===== src/rtl/ces_defines.vh =====
// Constants for the critical-event status logic
`ifndef CES_DEFINES_VH
`define CES_DEFINES_VH

// ==========================================================
// Register map (byte addresses)
`define CES_ADDR_W          8
`define CES_OFF_EVENT       8'h30
`define CES_OFF_IRQ_STAT    8'h34
`define CES_OFF_IRQ_MASK    8'h38
`define CES_OFF_FLAGS       8'h3c

// ==========================================================
// Field layout of the event register
`define CES_NEV             15
`define CES_SEL_LSB         0
`define CES_RSP_LSB         16
`define CES_EVENT_RESET     32'h0000_0000

// ==========================================================
// Event numbers
`define CES_EV_AUTOCAL      0
`define CES_EV_ITHR_FALL    1
`define CES_EV_ITHR_RISE    2
`define CES_EV_IBUF_ERR     3
`define CES_EV_BURST_START  4
`define CES_EV_BURST_DONE   5
`define CES_EV_IN_CLK       6
`define CES_EV_OUT_CLK      7
`define CES_EV_DIO0_RISE    8
`define CES_EV_OTHR_FALL    9
`define CES_EV_OTHR_RISE    10
`define CES_EV_LRDY_FALL    11
`define CES_EV_LRDY_RISE    12
`define CES_EV_OBURST_RDY   13
`define CES_EV_OBUF_ERR     14

// ==========================================================
// Interrupt events (status/mask layout)
`define CES_NIRQ            2
`define CES_IRQ_RESPONSE    0
`define CES_IRQ_ACK_MISS    1

`endif


===== src/rtl/ces_edge_detect.v =====
// Per-bit edge detector producing rise and fall pulses
`timescale 1ns/1ns
`default_nettype none

module ces_edge_detect #(
    parameter W = 1
) (
    input  wire         clk,
    input  wire         rstn,
    input  wire [W-1:0] level,
    output wire [W-1:0] rise,
    output wire [W-1:0] fall
);

    reg [W-1:0] prev_r;

    // ==========================================================
    // Previous-level store; reset low so a high level at reset counts as a rise
    always @(posedge clk or negedge rstn) begin
        if (!rstn) begin
            prev_r <= {W{1'b0}};
        end else begin
            prev_r <= level;
        end
    end

    genvar i;
    generate
        for (i = 0; i < W; i = i + 1) begin : g_edge
            assign rise[i] = level[i] & ~prev_r[i];
            assign fall[i] = ~level[i] & prev_r[i];
        end
    endgenerate

endmodule // ces_edge_detect

`default_nettype wire


===== src/rtl/ces_event_status.v =====
// Critical-event select/response register with APB slave and interrupt
//
// How it works
// - Select bit n gates response bit n+16; unselected events never set responses.
// - A set response bit holds until software clears it.
// - Input threshold flag falling edge is event 1, rising edge event 2.
// - Input buffer overflow or underflow is one combined event 3.
// - Burst-busy rise is event 4, its fall event 5.
// - Each input sample clock is event 6, each output clock event 7.
// - Digital port line zero rising edge is event 8; falls ignored.
// - Output threshold flag fall is event 9, rise event 10.
// - Load-ready flag fall is event 11, rise event 12.
// - Output becoming ready for a burst trigger is event 13.
// - Output buffer overflow or frame overflow is combined event 14.
// - The event register sits at offset 0x30.
// - Input threshold flag high while stored count exceeds threshold.
// - Load-ready sets when frame index passes zero in circular load.
// - Output overflow arises on a write into a full output buffer.
//
// Decided for this implementation: the APB slave port and the address map.
`timescale 1ns/1ns
`default_nettype none
`include "ces_defines.vh"

module ces_event_status #(
    parameter CNT_W = 19
) (
    input  wire             CLK,
    input  wire             RSTN,
    // APB slave
    input  wire             PSEL,
    input  wire             PENABLE,
    input  wire             PWRITE,
    input  wire [7:0]       PADDR,
    input  wire [31:0]      PWDATA,
    output reg  [31:0]      PRDATA,
    output reg              PREADY,
    output reg              PSLVERR,
    // Event sources
    input  wire             AUTOCAL_DONE,
    input  wire [CNT_W-1:0] IN_BUF_COUNT,
    input  wire [CNT_W-1:0] IN_BUF_THRESHOLD,
    input  wire             IN_BUF_OVERFLOW,
    input  wire             IN_BUF_UNDERFLOW,
    input  wire             IN_BURST_BUSY,
    input  wire             IN_SAMPLE_CLK,
    input  wire             OUT_SAMPLE_CLK,
    input  wire             DIGITAL_PORT_LINE_ZERO,
    input  wire             OUT_BUF_THRESHOLD,
    input  wire             CIRC_MODE,
    input  wire             LOAD_REQ,
    input  wire             FRAME_INDEX_ZERO,
    input  wire             OUT_BURST_READY,
    input  wire             OUT_BUF_WRITE,
    input  wire             OUT_BUF_FULL,
    input  wire             OUT_FRAME_OVERFLOW,
    // Status outputs
    output reg              IN_THRESHOLD_FLAG,
    output reg              LOAD_READY,
    output reg              IRQ
);

    localparam NEV = `CES_NEV;
    localparam NIRQ = `CES_NIRQ;

    // ==========================================================
    // Registers
    reg  [NEV-1:0]  sel_r;
    reg  [NEV-1:0]  rsp_r;
    reg  [NEV-1:0]  rsp_nxt;
    reg  [NIRQ-1:0] irq_stat_r;
    reg  [NIRQ-1:0] irq_stat_nxt;
    reg  [NIRQ-1:0] irq_mask_r;

    wire            load_ready_w;
    wire [NEV-1:0]  ev;
    wire [5:0]      lvl;
    wire [5:0]      lvl_rise;
    wire [5:0]      lvl_fall;
    wire            ithr_w;
    wire            obuf_ovf;

    // ==========================================================
    // Bus decode; single-cycle access phase, no wait states
    wire            acc     = PSEL & PENABLE;
    wire            wr      = acc & PWRITE;
    wire            hit_ev  = (PADDR == `CES_OFF_EVENT);
    wire            hit_st  = (PADDR == `CES_OFF_IRQ_STAT);
    wire            hit_mk  = (PADDR == `CES_OFF_IRQ_MASK);
    wire            hit_fl  = (PADDR == `CES_OFF_FLAGS);
    wire            mapped  = hit_ev | hit_st | hit_mk | hit_fl;

    // ==========================================================
    // Flag derivation
    assign ithr_w   = (IN_BUF_COUNT > IN_BUF_THRESHOLD);
    assign obuf_ovf = OUT_BUF_WRITE & OUT_BUF_FULL;

    ces_load_ready u_load_ready (
        .clk              (CLK),
        .rstn             (RSTN),
        .circ_mode        (CIRC_MODE),
        .load_req         (LOAD_REQ),
        .frame_index_zero (FRAME_INDEX_ZERO),
        .load_ready       (load_ready_w)
    );

    // Levels whose edges are events
    assign lvl = {OUT_BURST_READY, load_ready_w, OUT_BUF_THRESHOLD,
                  DIGITAL_PORT_LINE_ZERO, IN_BURST_BUSY, ithr_w};

    ces_edge_detect #(
        .W (6)
    ) u_edges (
        .clk   (CLK),
        .rstn  (RSTN),
        .level (lvl),
        .rise  (lvl_rise),
        .fall  (lvl_fall)
    );

    // ==========================================================
    // Event vector
    assign ev[`CES_EV_AUTOCAL]     = AUTOCAL_DONE;
    assign ev[`CES_EV_ITHR_FALL]   = lvl_fall[0];
    assign ev[`CES_EV_ITHR_RISE]   = lvl_rise[0];
    assign ev[`CES_EV_IBUF_ERR]    = IN_BUF_OVERFLOW | IN_BUF_UNDERFLOW;
    assign ev[`CES_EV_BURST_START] = lvl_rise[1];
    assign ev[`CES_EV_BURST_DONE]  = lvl_fall[1];
    assign ev[`CES_EV_IN_CLK]      = IN_SAMPLE_CLK;
    assign ev[`CES_EV_OUT_CLK]     = OUT_SAMPLE_CLK;
    assign ev[`CES_EV_DIO0_RISE]   = lvl_rise[2];
    assign ev[`CES_EV_OTHR_FALL]   = lvl_fall[3];
    assign ev[`CES_EV_OTHR_RISE]   = lvl_rise[3];
    assign ev[`CES_EV_LRDY_FALL]   = lvl_fall[4];
    assign ev[`CES_EV_LRDY_RISE]   = lvl_rise[4];
    assign ev[`CES_EV_OBURST_RDY]  = lvl_rise[5];
    assign ev[`CES_EV_OBUF_ERR]    = obuf_ovf | OUT_FRAME_OVERFLOW;

    // ==========================================================
    // Response bits: write-zero clears, event set wins over clear
    wire wr_ev = wr & hit_ev;
    wire [NEV-1:0] wr_rsp = PWDATA[`CES_RSP_LSB +: NEV];
    wire [NEV-1:0] rsp_set = ev & sel_r;

    always @* begin
        rsp_nxt = rsp_r;
        if (wr_ev) begin
            rsp_nxt = rsp_r & wr_rsp;
        end
        rsp_nxt = rsp_nxt | rsp_set;
    end

    wire any_new_rsp = |(rsp_set & ~rsp_r);
    wire ack_miss    = |(rsp_set & rsp_r);

    // ==========================================================
    // Interrupt status: sticky, write-one-to-clear, set wins
    always @* begin
        irq_stat_nxt = irq_stat_r;
        if (wr & hit_st) begin
            irq_stat_nxt = irq_stat_r & ~PWDATA[NIRQ-1:0];
        end
        irq_stat_nxt[`CES_IRQ_RESPONSE] = irq_stat_nxt[`CES_IRQ_RESPONSE] | any_new_rsp;
        irq_stat_nxt[`CES_IRQ_ACK_MISS] = irq_stat_nxt[`CES_IRQ_ACK_MISS] | ack_miss;
    end

    // ==========================================================
    // Register update
    always @(posedge CLK or negedge RSTN) begin
        if (!RSTN) begin
            sel_r      <= {NEV{1'b0}};
            rsp_r      <= {NEV{1'b0}};
            irq_stat_r <= {NIRQ{1'b0}};
            irq_mask_r <= {NIRQ{1'b0}};
        end else begin
            rsp_r      <= rsp_nxt;
            irq_stat_r <= irq_stat_nxt;
            if (wr_ev) begin
                sel_r     <= PWDATA[`CES_SEL_LSB +: NEV];
            end
            if (wr & hit_mk) begin
                irq_mask_r <= PWDATA[NIRQ-1:0];
            end
        end
    end

    // ==========================================================
    // Read data and response, registered; PREADY answers in the access cycle
    reg [31:0] rd_nxt;
    always @* begin
        rd_nxt = 32'h0000_0000;
        if (hit_ev) begin
            // Reserved event has no select or response flops, so bits 15 and 31 always read low
            rd_nxt = {1'b0, rsp_r, 1'b0, sel_r};
        end else if (hit_st) begin
            rd_nxt[NIRQ-1:0] = irq_stat_r;
        end else if (hit_mk) begin
            rd_nxt[NIRQ-1:0] = irq_mask_r;
        end else if (hit_fl) begin
            rd_nxt[1:0] = {load_ready_w, ithr_w};
        end
    end

    always @(posedge CLK or negedge RSTN) begin
        if (!RSTN) begin
            PRDATA  <= 32'h0000_0000;
            PREADY  <= 1'b0;
            PSLVERR <= 1'b0;
        end else begin
            PREADY  <= PSEL & ~PENABLE;
            PSLVERR <= PSEL & ~PENABLE & ~mapped;
            PRDATA  <= (PSEL & ~PENABLE & ~PWRITE) ? rd_nxt : 32'h0000_0000;
        end
    end

    // ==========================================================
    // Status pins, registered copies
    always @(posedge CLK or negedge RSTN) begin
        if (!RSTN) begin
            IN_THRESHOLD_FLAG <= 1'b0;
            LOAD_READY        <= 1'b0;
            IRQ               <= 1'b0;
        end else begin
            IN_THRESHOLD_FLAG <= ithr_w;
            LOAD_READY        <= load_ready_w;
            IRQ               <= |(irq_stat_nxt & irq_mask_r);
        end
    end

endmodule // ces_event_status

`default_nettype wire


===== src/rtl/ces_load_ready.v =====
// Output circular-buffer load-ready flag
`timescale 1ns/1ns
`default_nettype none

module ces_load_ready (
    input  wire clk,
    input  wire rstn,
    input  wire circ_mode,
    input  wire load_req,
    input  wire frame_index_zero,
    output wire load_ready
);

    reg ready_r;
    reg ready_nxt;

    // ==========================================================
    // Set on frame index wrap with circular mode and request; drops with request
    always @* begin
        ready_nxt = ready_r;
        if (!circ_mode || !load_req) begin
            ready_nxt = 1'b0;
        end else if (frame_index_zero) begin
            ready_nxt = 1'b1;
        end
    end

    always @(posedge clk or negedge rstn) begin
        if (!rstn) begin
            ready_r <= 1'b0;
        end else begin
            ready_r <= ready_nxt;
        end
    end

    assign load_ready = ready_r;

endmodule // ces_load_ready

`default_nettype wire


===== config.mk =====
export PLATFORM = sky130hd
export DESIGN_NAME = ces_event_status
export DESIGN_NICKNAME = d
export VERILOG_FILES = /design/src/rtl/ces_edge_detect.v /design/src/rtl/ces_event_status.v /design/src/rtl/ces_load_ready.v
export VERILOG_INCLUDE_DIRS = /design/src /design/src/rtl
export SDC_FILE = /design/constraint.sdc
export NUM_CORES = 1
export LEC_CHECK = 0
export ABC_AREA = 1
export CAP_MARGIN = 0
export CELL_PAD_IN_SITES_DETAIL_PLACEMENT = 1
export CELL_PAD_IN_SITES_GLOBAL_PLACEMENT = 1
export CORE_MARGIN = 4
export CORE_UTILIZATION = 45
export DETAILED_ROUTE_END_ITERATION = 6
export DONT_BUFFER_PORTS = 1
export HOLD_SLACK_MARGIN = 0.15
export PLACE_DENSITY_LB_ADDON = 0.3
export SETUP_SLACK_MARGIN = 0.3
export SYNTH_ARGS = -nofsm -noshare
export SYNTH_HDL_FRONTEND = slang
export SYNTH_SLANG_ARGS = --single-unit

===== constraint.sdc =====
create_clock -name CLK -period 1.47 [get_ports CLK]
set_clock_uncertainty 0.05 [all_clocks]
set_input_delay 0.0735 -clock CLK [delete_from_list [all_inputs] [get_ports CLK]]
set_output_delay 0.0735 -clock CLK [all_outputs]
set_load 0.005 [all_outputs]

==> out/results.ini, run 1 <==
[floorplanning]
ios = 135
fp.coreArea_um2 = 7730
die_y_um = 97.2
start_util_pct = 46.3
floorplan.die_area_um2 = 9450
rows = 32
dieWidth_um = 97.2

[timing]
grt_setup_unrepaired = yes
finalCritPeriodShare_pct = 103
hold_viol = 78
setup_slack_ps = -43.2
whs_ps = -641
period_needed_ps = 1510
setup_viol = 1
slew_violations = 0
setup_tns_ps = -43.2
max_clock_freq_mhz = 661

[synthesis]
yosys-top-cells-area = dfrtp_1, nand2_1, inv_1, ha_1, nor2_1
ys_seq_area_share_pct = 51.7
synth.most_common_cell = nand2_1
synthCells = 414
synthArstFlopShare_pct = 100
synth_edf_count = 0
ys.flop_type = dfrtp_1
synth.avg_cell_area_um2 = 8.65
ys_warn_count = 0
synth_top_area_cell = dfrtp_1
synth_top_area_share_pct = 51.7
yosys-top-cells-count = nand2_1, dfrtp_1, inv_1
ys_types = 31
syn-cell-area_um2 = 3580
synth_seq_cells = 74

[place]
gp_congestion = 0.846
io_buffer_count = 0
dpl.hpwl_mm = 7.13
placed_area_um2 = 3850

[run_status]
failed_checks = negative hold slack, negative setup slack
status = finished with violations

[finish]
syn_to_final_growth_pct = 33.0
finish.instance_area_um2 = 4760
final_nets = 598
antennaDiodeCount = 0
nFillCells = 862
drive_gt1_share_pct = 22.8

[setup_path]
crit_fanout = 3
timing_worst_setup_path_type = reg2reg
cp-start-kind = flip-flop
end_kind = flip-flop
cp_data_arrival_time_ps = 1700
required_ps = 1660

[detailed_routing]
drtIter0Drc = 80
postRouteAntennaNets = 0
vias = 3077
post_drt_wl_per_cell_um = 18.9
drcViolationCount = 0
drtPass1Iterations = 4
vias_per_cell = 5.23
wirelength_mm = 11.1

[grt]
grt_antenna_before_repair = 0
overflow = 0
grt_usage_pct = 22.9
grt_pass1_vias = 3466
grt_max_degree = 75
grt_pass1_wl_mm = 17.4

[hold_path]
hold_path_class = in2async

[clocking]
cts-htree-levels = 3
cts_sinks = 74
cts-root-buf = clkbuf_8
cts_tree = yes
clk_latency_ps = 350
cts_buffer_depth = 2
cts_buffers = 9
clkTransAtPathRegs_ps = 90

[power_and_ir_drop]
power_density_nw_per_um2 = 879
p_leak_uw = 0.00238
ir_drop_v = 0.000622

[flow_run]
cap_violations = 0

[worst max-delay path: stages (launching register included)]
cell	delay, ps
dfrtp_1	400
inv_2	100
nor3_4	50
buf_6	130
a21oi_2	110
nand2_1	80
nor2_2	110
nand2_2	70
nor2_2	90
nand3_2	80
nand2_1	70
nand2_1	50
[cell families (layout without fill, tap and decap cells)]
family	Yosys count	count (layout)	share of synthesized area [%]
AO/OA/AOI/OAI	57	57	9.61
other	1	2	0.105
buffers and inverters	78	149	8.88
multiplexers	3	3	0.944
adder cells (fa/ha/maj)	19	19	6.64
AND/OR/NAND/NOR	182	182	22.1
flip-flops	74	74	51.7
[layer usage]
layer	GRT usage, %	routed length (um)	part of all wire (%)
met1	28.2	4400	40
met2	39.8	5980	54
met3	5.31	572	5.2
met4	6.80	132	1.2
met5	0	0	0
[flip-flops by register name, indices dropped and copies added, names as in the netlist]
name	flops
u_edges.prev_r	6
PREADY	1
rsp_r	15
PSLVERR	1
IRQ	1
irq_mask_r	2
irq_stat_r	2
sel_r	15
PRDATA	30
u_load_ready.load_ready	1
[cell type report]
cell class / count / area (um2) / area share [%]
Sequential cell: 74 / 1850 / 38.9
Multi-Input combinational cell: 263 / 1650 / 34.6
Timing Repair Buffer: 66 / 666 / 14.0
Inverter: 67 / 269 / 5.65
Tap cell: 102 / 128 / 2.68
Clock buffer: 9 / 124 / 2.60
Clock inverter: 7 / 77.6 / 1.63
[per-stage QoR]
| stage | setup slack [ps] | instances | total power (uW) | utilization, % |
|---|---|---|---|---|
| final | -43.2 | 588 | 4190 | 61.6 |
| after global routing | -190 | 588 | 4380 | 61.6 |
| after CTS | -31.8 | 581 | 4170 | 58.8 |
| after detailed placement | -129 | 520 | 2450 | 49.9 |
| after global placement | -22.4 | 520 | 2430 | 49.9 |
| after floorplan | 126 | 415 | 2370 | - |
[placed cells by master, fill, tap and decap left out, types with 9 or more instances in the layout]
| master | n |
|---|---|
| a21oi_2 | 13 |
| buf_4 | 18 |
| clkbuf_8 | 9 |
| dfrtp_1 | 74 |
| dlygate4sd3_1 | 41 |
| ha_1 | 15 |
| inv_1 | 57 |
| nand2_1 | 73 |
| nor2_1 | 34 |
| nor3_1 | 23 |
| o21ai_0 | 9 |
| o21ai_1 | 17 |
[power breakdown]
group | leakage, uW | switching, uW | internal, uW
Clock | 0.0000998 | 831 | 796
Combinational | 0.00139 | 235 | 218
Sequential | 0.000896 | 34.4 | 2070
Total | 0.00238 | 1100 | 3090
[worst paths after layout]
path	cells past startpoint	startpoint	slack, ps	endpoint
min reg2reg	1	u_edges.prev_r[5]$_DFF_PN0_	410	rsp_r[13]$_DFF_PN0_
max	11	sel_r[4]$_DFFE_PN0P_	-40	IRQ$_DFF_PN0_
min in group CLK	2	OUT_SAMPLE_CLK	-190	rsp_r[7]$_DFF_PN0_
max reg2reg	11	sel_r[4]$_DFFE_PN0P_	-40	IRQ$_DFF_PN0_
min	0	RSTN	-640	PREADY$_DFF_PN0_
max in group asynchronous	0	RSTN	1880	rsp_r[6]$_DFF_PN0_
[what timing repair did]
item	4_1_cts	5_1_grt
endpoints found under the hold margin	123	86
gates cloned	0	1
endpoints found under the setup margin	4	59
resized for setup	13	36
hold buffers	42	3
pin swaps	10	9
setup buffers	3	6
No activity file was read; power rests on OpenSTA's default activity.
==> run 2, diff against run 1 <==
CORE_MARGIN = 5   (was 4)
==> out/results.ini, run 2 (synthesis results as in run 1) <==
[power_and_ir_drop]
switching_power_uw = 1040
ir_drop_v = 0.000573
power_density_nw_per_um2 = 902
clkPwrFrac_pct = 40.2
p_int_uw = 3310
switching_share_pct = 23.9
sequentialPowerShare_pct = 48.5
pwr-share-comb_pct = 11.3
p_leak_uw = 0.00243

[finish]
finish.instance_area_um2 = 4830
multi_input_area_um2 = 1670
top_regs = PRDATA (30), rsp_r (15), sel_r (15)
final_common_cell = dfrtp_1
antennaDiodeCount = 0
drive_gt1_share_pct = 22.9
final_cells = 587
ff_latch_area_um2 = 1850
largest_reg_flops = 30
nFillCells = 857
syn_to_final_growth_pct = 34.8
regMostFlops = PRDATA
layout_common_cells = dfrtp_1, nand2_1, inv_1
final_nets = 598

[run_status]
status = finished with violations
failed_checks = negative hold slack, negative setup slack

[place]
io_buffer_count = 0
gp_congestion = 0.769
placed_area_um2 = 3850
dp.cells = 520
dpl.hpwl_mm = 7.03

[floorplanning]
die_y_um = 99.2
ios = 135
floorplan.die_area_um2 = 9840
start_util_pct = 46.3
dieWidth_um = 99.2
fp.coreArea_um2 = 7730
rows = 32

[setup_path]
crit_fanout = 3
cp_data_arrival_time_ps = 1670
cp-start-kind = flip-flop
crit_top_cell = nand2_1
end_kind = flip-flop
cp_cell_sequence = inv_2, nor3_2, buf_4, nand2_2, o211ai_1, nor2_1, nand2_1, nor2_1, nand3_2, nand2_1, nand2_1
crit_buf_inv = 2
critical-path-slowest-cell = dfrtp_1
timing_worst_setup_path_type = reg2reg
required_ps = 1660
cp_slowest_stage_delay_ps = 390
crit_family = simple AND/OR/NAND/NOR gates

[timing]
slew_violations = 0
hold_viol = 78
grt_setup_unrepaired = yes
period_needed_ps = 1490
max_clock_freq_mhz = 672
setup_slack_ps = -17.7
finalCritPeriodShare_pct = 101
whs_ps = -636
setup_viol = 1

[grt]
grt_pass1_wl_mm = 17.4
grt_usage_pct = 22.2
grt_max_degree = 75
grt_pass1_vias = 3451
overflow = 0
grt_antenna_before_repair = 0

[detailed_routing]
vias_per_cell = 5.17
post_drt_wl_per_cell_um = 18.5
postRouteAntennaNets = 0
wirelength_mm = 10.9
drcViolationCount = 0
drtIter0Drc = 66
drtPass1Iterations = 4
vias = 3037

[clocking]
clkTransAtPathRegs_ps = 80
cts_sinks = 74
cts_buffer_depth = 2
cts-root-buf = clkbuf_8
clk_latency_ps = 350
cts_tree = yes
cts-htree-levels = 3
cts_buffers = 9

[flow_run]
cap_violations = 0

[hold_path]
hold_path_class = in2async

[run 2: cell types whose count changed in the layout (fill, tap and decap cells not counted), moves of 3 or more]
cell and delta:
a21oi_1 -3, a21oi_2 +3, buf_4 -4, ha_1 -3, ha_4 +3, nor2_1 +7
nor2_2 -5
[run 2: through the flow]
stage	hold slack [ps]	worst slack [ps]	utilization, %	total power (uW)	TNS (ps)
2_1_floorplan	-272	126	-	2370	0
3_3_place_gp	-270	-26.4	49.9	2430	-39.4
3_5_place_dp	-270	-95.8	49.9	2450	-144
4_1_cts	-642	-35.9	59.5	4310	-35.9
5_1_grt	-658	-167	62.5	4540	-201
6_report	-636	-17.7	62.5	4350	-17.7
[run 2: final cells by class]
class	count	area share, %
inverter	67	6.17
sequential	74	38.4
clock inverter	5	1.63
multi-input combinational	263	34.7
tap	102	2.64
clock buffer	10	2.85
timing repair buffer	66	13.6
[run 2: worst paths after layout]
| kind | startpoint | cells after the start | to | slack (ps) |
|---|---|---|---|---|
| max | sel_r[4]$_DFFE_PN0P_ | 11 | IRQ$_DFF_PN0_ | -20 |
| min | RSTN | 0 | rsp_r[0]$_DFF_PN0_ | -640 |
| max reg2reg | sel_r[4]$_DFFE_PN0P_ | 11 | IRQ$_DFF_PN0_ | -20 |
| min reg2reg | u_edges.prev_r[5]$_DFF_PN0_ | 1 | rsp_r[13]$_DFF_PN0_ | 420 |
| max in group asynchronous | RSTN | 0 | PRDATA[17]$_DFF_PN0_ | 1870 |
| min in group CLK | OUT_SAMPLE_CLK | 2 | rsp_r[7]$_DFF_PN0_ | -170 |
[run 2: power groups by stage]
stage | clock network, uW | registers (uW) | logic [uW]
after floorplan | 0 | 2140 | 230
after global placement | 0 | 2140 | 282
after detailed placement | 0 | 2150 | 302
after CTS | 1770 | 2110 | 434
after global routing | 1880 | 2120 | 547
final | 1750 | 2110 | 493
[run 2: worst reg2reg max path, delay by kind of cell, from the launching register on]
| kind | cells | cell delay, ps |
|---|---|---|
| AOI/OAI and AO/OA | 1 | 100 |
| DFF | 1 | 390 |
| and+or+nand+nor | 8 | 630 |
| buffers and inverters | 2 | 220 |
[run 2: per-layer routing]
metal	part of all wire [%]	wire, um	vias up	global-route usage [%]
met5	0	0	-	0
met4	1.4	148	0	4.73
met3	6.0	649	16	7.08
met2	52	5690	95	39.5
met1	40	4390	1472	26.4
li1	-	-	1454	-
[run 2: timing repair]
action                                  CTS  global route
pin swaps                                14            14
hold buffers                             45             1
endpoints found under the setup margin    4            60
setup buffers                             5             2
endpoints found under the hold margin   123            87
cloned                                    0             0
resized for setup                        13            50
